## src/pkg/rcr_pkg.sv

```systemverilog
// Package for the calendar register block: offsets, field widths, reset values,
// timing counts and the structs that carry the register port and calendar state.
// Assumes one 50 MHz clock and a byte-wide register port with 16-bit addresses.
package rcr_pkg;

    // Register offsets
    localparam logic [15:0] ADDR_TRIM    = 16'h2011;
    localparam logic [15:0] ADDR_SEC     = 16'h2015;
    localparam logic [15:0] ADDR_MIN     = 16'h2016;
    localparam logic [15:0] ADDR_HOUR    = 16'h2017;
    localparam logic [15:0] ADDR_WDAY    = 16'h2018;
    localparam logic [15:0] ADDR_MDAY    = 16'h2019;
    localparam logic [15:0] ADDR_MONTH   = 16'h201a;
    localparam logic [15:0] ADDR_YEAR    = 16'h201b;
    localparam logic [15:0] ADDR_UNLOCK  = 16'h201f;

    // Field widths
    localparam int unsigned TRIM_W  = 7;
    localparam int unsigned SEC_W   = 6;
    localparam int unsigned MIN_W   = 6;
    localparam int unsigned HOUR_W  = 5;
    localparam int unsigned WDAY_W  = 3;
    localparam int unsigned MDAY_W  = 5;
    localparam int unsigned MONTH_W = 4;
    localparam int unsigned YEAR_W  = 8;

    // Reset value and field limits
    localparam logic [6:0] TRIM_RESET = 7'h40;
    localparam logic [5:0] SEC_MAX    = 6'h3b;
    localparam logic [5:0] MIN_MAX    = 6'h3b;
    localparam logic [4:0] HOUR_MAX   = 5'h17;
    localparam logic [2:0] WDAY_FIRST = 3'h1;
    localparam logic [2:0] WDAY_LAST  = 3'h7;
    localparam logic [4:0] MDAY_FIRST = 5'h01;
    localparam logic [3:0] MONTH_FEB  = 4'h2;
    localparam logic [3:0] MONTH_LAST = 4'hc;
    localparam logic [3:0] MONTH_FIRST = 4'h1;
    localparam logic [7:0] YEAR_MAX   = 8'h63;

    // Timing
    localparam int unsigned CLK_PERIOD_NS = 20;
    localparam int unsigned SECOND_NS     = 1000000000;
    localparam int unsigned SEC_CYCLES    = SECOND_NS / CLK_PERIOD_NS;

    typedef struct packed {
        logic [15:0] addr;
        logic [7:0]  wdata;
        logic        wr;
        logic        rd;
    } rcr_bus_req_t;

    typedef struct packed {
        logic [SEC_W-1:0]   seconds_count;
        logic [MIN_W-1:0]   minutes_count;
        logic [HOUR_W-1:0]  hours_count;
        logic [WDAY_W-1:0]  weekday_count;
        logic [MDAY_W-1:0]  month_day_count;
        logic [MONTH_W-1:0] month_count;
        logic [YEAR_W-1:0]  year_count;
    } rcr_cal_t;

endpackage

```

## src/hw/rcr_calendar.sv

```systemverilog
// Calendar register block: trim register, seven calendar registers with a
// write-unlock step, and a once-per-second advance with full carry.
// Assumes a single-master byte register port whose inputs are synchronous to i_mclk.
//
// Function
// - Seven-bit trim register, resets to 40 hex
// - Seven calendar registers, writable to set time
// - Seconds, minutes 0..59; hours 0..23
// - Year 0..99; divisible by four is leap
// - Reset leaves calendar contents untouched
// - Calendar retained across modes while powered
`timescale 1ns/1ps

module rcr_calendar #(
    parameter int unsigned SEC_CYCLES = rcr_pkg::SEC_CYCLES
) (
    input  wire logic                  i_mclk,
    input  wire logic                  i_rst_n,
    input  wire rcr_pkg::rcr_bus_req_t i_req,
    output logic [7:0]                 o_rdata,
    output logic [6:0]                 o_analog_rate_trim,
    output rcr_pkg::rcr_cal_t          o_calendar,
    output logic                       o_second_tick
);

    localparam int unsigned CW = $clog2(SEC_CYCLES);

    typedef struct packed {
        rcr_pkg::rcr_cal_t cal;
        logic [6:0]        trim;
        logic              unlock;
        logic [CW-1:0]     prescale;
        logic              tick;
        logic [7:0]        rdata;
    } rcr_state_t;

    rcr_state_t r;
    rcr_state_t next_r;

    function automatic logic is_leap(input logic [7:0] year);
        return year[1:0] == 2'h0;
    endfunction

    function automatic logic [4:0] month_length(input logic [3:0] month, input logic [7:0] year);
        logic [4:0] len;
        case (month)
            4'h4, 4'h6, 4'h9, 4'hb: len = 5'h1e;
            rcr_pkg::MONTH_FEB:     len = is_leap(year) ? 5'h1d : 5'h1c;
            default:                len = 5'h1f;
        endcase
        return len;
    endfunction

    // Out-of-range values left by firmware wrap on the next carry rather than stick
    function automatic rcr_pkg::rcr_cal_t advance(input rcr_pkg::rcr_cal_t c);
        rcr_pkg::rcr_cal_t n;
        n = c;
        if (c.seconds_count < rcr_pkg::SEC_MAX) begin
            n.seconds_count = c.seconds_count + 6'h01;
        end else begin
            n.seconds_count = '0;
            if (c.minutes_count < rcr_pkg::MIN_MAX) begin
                n.minutes_count = c.minutes_count + 6'h01;
            end else begin
                n.minutes_count = '0;
                if (c.hours_count < rcr_pkg::HOUR_MAX) begin
                    n.hours_count = c.hours_count + 5'h01;
                end else begin
                    n.hours_count = '0;
                    if (c.weekday_count >= rcr_pkg::WDAY_LAST || c.weekday_count == 3'h0) begin
                        n.weekday_count = rcr_pkg::WDAY_FIRST;
                    end else begin
                        n.weekday_count = c.weekday_count + 3'h1;
                    end
                    if (c.month_day_count < month_length(c.month_count, c.year_count)) begin
                        n.month_day_count = c.month_day_count + 5'h01;
                    end else begin
                        n.month_day_count = rcr_pkg::MDAY_FIRST;
                        if (c.month_count < rcr_pkg::MONTH_LAST) begin
                            n.month_count = c.month_count + 4'h1;
                        end else begin
                            n.month_count = rcr_pkg::MONTH_FIRST;
                            if (c.year_count < rcr_pkg::YEAR_MAX) begin
                                n.year_count = c.year_count + 8'h01;
                            end else begin
                                n.year_count = '0;
                            end
                        end
                    end
                end
            end
        end
        return n;
    endfunction

    function automatic logic [7:0] read_mux(input rcr_state_t s, input logic [15:0] addr);
        logic [7:0] d;
        d = '0;
        case (addr)
            rcr_pkg::ADDR_TRIM:   d = {1'b0, s.trim};
            rcr_pkg::ADDR_SEC:    d = {2'h0, s.cal.seconds_count};
            rcr_pkg::ADDR_MIN:    d = {2'h0, s.cal.minutes_count};
            rcr_pkg::ADDR_HOUR:   d = {3'h0, s.cal.hours_count};
            rcr_pkg::ADDR_WDAY:   d = {5'h00, s.cal.weekday_count};
            rcr_pkg::ADDR_MDAY:   d = {3'h0, s.cal.month_day_count};
            rcr_pkg::ADDR_MONTH:  d = {4'h0, s.cal.month_count};
            rcr_pkg::ADDR_YEAR:   d = s.cal.year_count;
            rcr_pkg::ADDR_UNLOCK: d = {7'h00, s.unlock};
            default:              d = '0;
        endcase
        return d;
    endfunction

    always_comb begin
        next_r       = r;
        next_r.tick  = 1'b0;
        next_r.rdata = '0;

        if (r.prescale == CW'(SEC_CYCLES - 1)) begin
            next_r.prescale = '0;
            next_r.tick     = 1'b1;
        end else begin
            next_r.prescale = CW'(r.prescale + 1'b1);
        end

        if (r.tick) begin
            next_r.cal = advance(r.cal);
        end

        if (i_req.rd) begin
            next_r.rdata = read_mux(r, i_req.addr);
        end

        if (i_req.wr) begin
            // Any write other than to the unlock location spends the unlock
            next_r.unlock = (i_req.addr == rcr_pkg::ADDR_UNLOCK);
            if (i_req.addr == rcr_pkg::ADDR_TRIM) begin
                next_r.trim = i_req.wdata[6:0];
            end
            // A firmware write beats a carry landing on the same field
            if (r.unlock) begin
                case (i_req.addr)
                    rcr_pkg::ADDR_SEC:   next_r.cal.seconds_count   = i_req.wdata[5:0];
                    rcr_pkg::ADDR_MIN:   next_r.cal.minutes_count   = i_req.wdata[5:0];
                    rcr_pkg::ADDR_HOUR:  next_r.cal.hours_count     = i_req.wdata[4:0];
                    rcr_pkg::ADDR_WDAY:  next_r.cal.weekday_count   = i_req.wdata[2:0];
                    rcr_pkg::ADDR_MDAY:  next_r.cal.month_day_count = i_req.wdata[4:0];
                    rcr_pkg::ADDR_MONTH: next_r.cal.month_count     = i_req.wdata[3:0];
                    rcr_pkg::ADDR_YEAR:  next_r.cal.year_count      = i_req.wdata;
                    default: ;
                endcase
            end
        end

        // Calendar is deliberately left out of reset so time survives it
        if (!i_rst_n) begin
            next_r.trim     = rcr_pkg::TRIM_RESET;
            next_r.unlock   = 1'b0;
            next_r.prescale = '0;
            next_r.tick     = 1'b0;
            next_r.rdata    = '0;
        end
    end

    // Calendar flops are never cleared; contents hold for as long as the supply does
    always_ff @(posedge i_mclk) begin
        r <= next_r;
    end

    assign o_rdata            = r.rdata;
    assign o_analog_rate_trim = r.trim;
    assign o_calendar         = r.cal;
    assign o_second_tick      = r.tick;

    logic leap_feb_end;
    logic day_end;
    assign day_end = r.tick && r.cal.seconds_count == rcr_pkg::SEC_MAX
                     && r.cal.minutes_count == rcr_pkg::MIN_MAX && r.cal.hours_count == rcr_pkg::HOUR_MAX;
    assign leap_feb_end = day_end && r.cal.month_count == rcr_pkg::MONTH_FEB
                          && r.cal.month_day_count == 5'h1c && is_leap(r.cal.year_count);
endmodule

```

## config.mk

```make
export PLATFORM = sky130hd
export DESIGN_NAME = rcr_calendar
export DESIGN_NICKNAME = d
export VERILOG_FILES = /design/src/pkg/rcr_pkg.sv /design/src/hw/rcr_calendar.sv
export SDC_FILE = /design/constraint.sdc
export NUM_CORES = 1
export LEC_CHECK = 0
export BUFFER_PORTS_ARGS = -buffer_cell sky130_fd_sc_hd__clkbuf_2
export CAP_MARGIN = 20
export CORE_MARGIN = 1.5
export CORE_UTILIZATION = 45
export CTS_CLUSTER_SIZE = 24
export DETAILED_ROUTE_END_ITERATION = 12
export PLACE_DENSITY = 0.65
export SKIP_CTS_REPAIR_TIMING = 1
export SYNTH_ARGS = -nofsm -noshare
export SYNTH_HDL_FRONTEND = slang
export SYNTH_SLANG_ARGS = --single-unit
```

## constraint.sdc

```tcl
create_clock -name i_mclk -period 2.7 [get_ports i_mclk]
set_input_delay 0.405 -clock i_mclk [delete_from_list [all_inputs] [get_ports i_mclk]]
set_output_delay 0.405 -clock i_mclk [all_outputs]
set_load 0.01 [all_outputs]
```

# Yosys cells after proc, flatten, opt, wreduce, memory -nomap -nowiden
# Cells that the tools add are included.
# totals
wordCells	81
regBits	80
# classes
n_eq_ne	15
muxes	31
bitwise_logic	1
add_sub_neg	8
order_cmp	7
n_reduce_logical	7
# op_table
cell	count
equality test 16 x 14 -> 1 bit (second input constant)	9
two-way mux 37 bit	2
one-hot mux 8 bit (9 select lines)	1
two-way mux 45 bit	1
two-way mux 5 bit	8
two-way mux 31 bit	1
adder 26 x 1 -> 26 bit (second input constant)	1
equality test 26 bit (second input constant)	1
two-way mux 25 bit	1
two-way mux 6 bit	4
two-way mux 8 bit	3
two-way mux 20 bit	1
adder 6 x 1 -> 6 bit (second input constant)	2
< comparator 6 bit (second input constant)	2
two-way mux 12 bit	1
adder 5 x 1 -> 5 bit (second input constant)	2
adder 8 x 1 -> 8 bit (second input constant)	1
equality test 4 x 3 -> 1 bit (second input constant)	2
equality test 4 bit (second input constant)	2
< comparator 8 x 7 -> 1 bit (second input constant)	1
two-way mux 4 bit	2
two-way mux 7 bit	1
two-way mux 3 bit	2
< comparator 5 bit	1
other kinds (15)	17

# Depth between registers and ports, before layout
# logic_depth
depth_word	16
mapped_depth	11
depth_no_buf	10

# Worst setup path after synthesis
# OpenSTA, ideal clock, no wires.
# synth_timing
kind	register to register
start	register r (netlist bit o_calendar[8])
end	register r (netlist bit o_calendar[1])
t_required_ns	2.642
setup_ns	0.058
path_slack_ns	0.609
stages_incl_launch_ff	12
arrival_ns	2.033
path_buffers	1
path_cell_list	dfxtp_1 > inv_1 > ha_1 > nor3b_1 > ha_1 > nor2_1 > o21ai_0 > o2111ai_2 > buf_2 > nand2_1 > o211ai_2 > o21a_1
# synth_lines
item	line	source
start: declaration	rcr_calendar.sv:37	rcr_state_t r;
start signal: assignment	rcr_calendar.sv:167	r <= next_r;

==> metrics.yaml <==
worst_path_max_delay_cell: "a2111oi_4"
dp_hpwl_um: 9435
crit_path_cell_trace: "ha_1 -> o2111ai_1 -> a2111oi_4 -> buf_4 -> o211ai_1 -> o21ai_1 -> o311ai_1 -> o21a_1"
timing.rr.end: "o_calendar[10]$_DFF_P_"
worstPathArrival_ps: 2710
p_clk_share_pct: 38.5
drt-pass1-iter-count: 5
tritoncts: "built"
ant_nets: 0
clkSinkCount: 80
final_area_sq_um: 5174
seq_power_share_pct: 56.1
n_antenna_cell: 0
status: "finished clean"
p_sw_share_pct: 26.02
ys_ff_latch: 80
finalCriticalPeriod_ps: 2463
reg2reg_slack_ps: 240
io_buffers: 80
htree_levels: 3
synth_nets: 622
synth_edf_count: 0
worst_pin_slew_ps: 701.7
drive_gt1_share_pct: 22.10
dieArea_sq_um: 11210
drv_slew: 0
antenna_found_initial: 0
gr-total-overflow: 0
end_kind: "flop"
r2r-start: "o_calendar[26]$_DFF_P_"
clkTransAtPathRegs_ps: 90
p_leak_nw: 2.111
grt_pass1_vias: 3871
drt_iter0_drc: 348
power_mw: 2.126
fill_cells: 1037
worst-setup-path-type: "reg2reg"
syn_avg_cell_area_sq_um: 8.222
peakVddDrop_v: 0.0002815
route.detailed.drc: 0
die_height_um: 105.9
powerDensity_nw_per_um2: 410.9
utilization_pct: 50.34
relSlewSlack_pct: 52.87
p_switching_uw: 553.2
globalplace.congestion: 0.9233
grt_usage_pct: 22.76
min_from: "i_rst_n"
grt_max_degree: 17
synth_top_flop_cell: "dfxtp_1"
cts-root-buf: "clkbuf_8"
clock_path_buffers: 2
routed_wl_um: 12380
grt_pass1_wl_um: 20020
r2r_cells: 8
p_comb_share_pct: 5.4
tns_ps: 0
synthArstFlopShare_pct: 0
clock.fmax_mhz: 406.0
nNetsFinal: 658
hold-path-endpoint: "o_analog_rate_trim[6]$_SDFFE_PN1P_"
die_w_um: 105.9
p_int_mw: 1.573
syn_to_final_growth_pct: 8.673
synth_cell_types: 61
coreArea_sq_um: 10280
timing_hold_violations_final: 0
finClkSkew_ps: 11.60
ios: 81
rsz0062_at_grt: "no"
insertion_delay_ps: 350
critPathRequiredTime_ps: 2950
slowest_delay_ps: 470
synth_area_sq_um: 4761
setup_viol: 0
synth-seq-area-share_pct: 33.64
yosysWarnings: 0
row_count: 37
cap_violations: 0
viasPerCell: 5.554
synth_cells: 579
finalCritPeriodShare_pct: 91.22
hold_class: "in2reg"
crit_path_start_kind: "flop"
wl_per_cell_um: 16.38
post_dp_cell_area_sq_um: 4985
start_util_pct: 46.32
route.vias.total: 4199
hold_depth: 2
cts_made_buffers: 9
path_max_fanout: 13
## logic make-up (layout without fill, tap and decap cells)
group                      count (synthesis)  count (layout)  share of synthesized area (%)
and+or+nand+nor                          226             226                          24.49
AOI/OAI and AO/OA                        119             119                          16.77
buffers and inverters                     91             132                          11.54
DFF                                       80              80                          33.64
xor gates and xnor gates                  27              27                          4.967
muxes                                     20              20                          4.442
adders and majority gates                 16              16                          4.152
## Yosys cell counts, drive strengths merged, types with 2 or more instances
master   instances  area, sq um
dfxtp           80         1602
nor2            64        240.2
buf             61        435.4
nand2           53        198.9
o21ai           32        160.1
nand3           31        155.2
a21oi           27        135.1
xor2            19        166.4
inv             18        67.56
ha              15        187.7
nor3            15        90.09
and3            13        81.33
a22oi           12        90.09
clkbuf          12        46.29
nand4           12        81.33
mux2i           11        110.1
a31oi           10        62.56
mux2             9        101.4
o211ai           8        65.06
xnor2            8        70.07
and2             6        37.54
nor4b            6        73.81
nand2b           5        31.28
nor2b            5        31.28
nor4             5        58.80
a22o             3        26.28
a32oi            3        26.28
and4             3        26.28
nor3b            3        22.52
o2111ai          3        38.79
o21a             3        22.52
o31ai            3        22.52
a221oi           2        17.52
a222oi           2        20.02
o22ai            2        12.51
or2              2        12.51
## state kept, by name, indices dropped and copies added, names as in the netlist
signal / cells
r: 27
o_calendar: 37
o_rdata: 8
o_analog_rate_trim: 7
o_second_tick: 1
## how the worst max path moves through the flow
stage          slack [ps]  cells past startpoint                    from                      to
3_3_place_gp          290                      7  o_calendar[31]$_DFF_P_   o_calendar[2]$_DFF_P_
2_1_floorplan         610                     11   o_calendar[8]$_DFF_P_   o_calendar[1]$_DFF_P_
5_1_grt                10                     10   o_calendar[8]$_DFF_P_   o_calendar[4]$_DFF_P_
3_5_place_dp          170                     10   o_calendar[8]$_DFF_P_   o_calendar[6]$_DFF_P_
4_1_cts               160                      7  o_calendar[31]$_DFF_P_   o_calendar[4]$_DFF_P_
6_report              240                      8  o_calendar[26]$_DFF_P_  o_calendar[10]$_DFF_P_
## per-layer routing
metal  vias up  share of wire, %  wire [um]  track usage [%]
met5         -                 0          0                0
met4         0               2.5        313            8.205
met3        19               6.2        770            4.205
met2       148                46       5690            36.97
met1      1947                45       5608            30.10
li1       2085                 -          -                -
## cell usage in the layout, fill, tap and decap left out, types with 10 or more instances in the layout
cell type  Yosys  routed
a21oi_1       27      27
buf_4         53      18
dfxtp_1       80      80
o21ai_0       29      29
mux2i_1       11      11
ha_1          15      15
xor2_1        19      19
and3_1        13      13
inv_1         18      18
a31oi_1       10      10
nor2_1        64      64
nand3_1       31      31
a22oi_1       12      12
nor3_1        12      12
nand2_1       53      53
nand4_1       11      11
clkbuf_2       1      80
## power by group through the flow
stage	clock (mW)	sequential (mW)	combinational (mW)
after floorplan	0	1.22	0.0629
final	0.819	1.19	0.114
after detailed placement	0	1.22	0.113
after CTS	0.843	1.19	0.114
after global placement	0	1.22	0.113
after global routing	0.893	1.20	0.124
## cell type report
cell class	count	area [sq um]	share of cell area (%)
multi-input combinational	408	2621	50.66
inverter	18	67.56	1.306
clock buffer	10	127.6	2.467
sequential	80	1602	30.96
tap	136	170.2	3.289
timing repair buffer	98	535.5	10.35
clock inverter	6	50.05	0.9674
## metrics by stage
step / setup slack (ps) / hold WS [ps] / std cells
after floorplan: 609.3 / 441.6 / 579
after global placement: 287.8 / 466.4 / 740
after detailed placement: 174.4 / 471.7 / 740
after CTS: 159.0 / 243.8 / 756
after global routing: 13.48 / 251.8 / 756
final: 237.2 / 259.0 / 756
## worst max-delay path: cells and delay by family (launching register included)
family | cells | cell delay, ps
flops | 1 | 410
fa+ha+maj | 1 | 270
compound gates | 6 | 1420
buf+inv | 1 | 270
(Power assumes the default switching activity.)
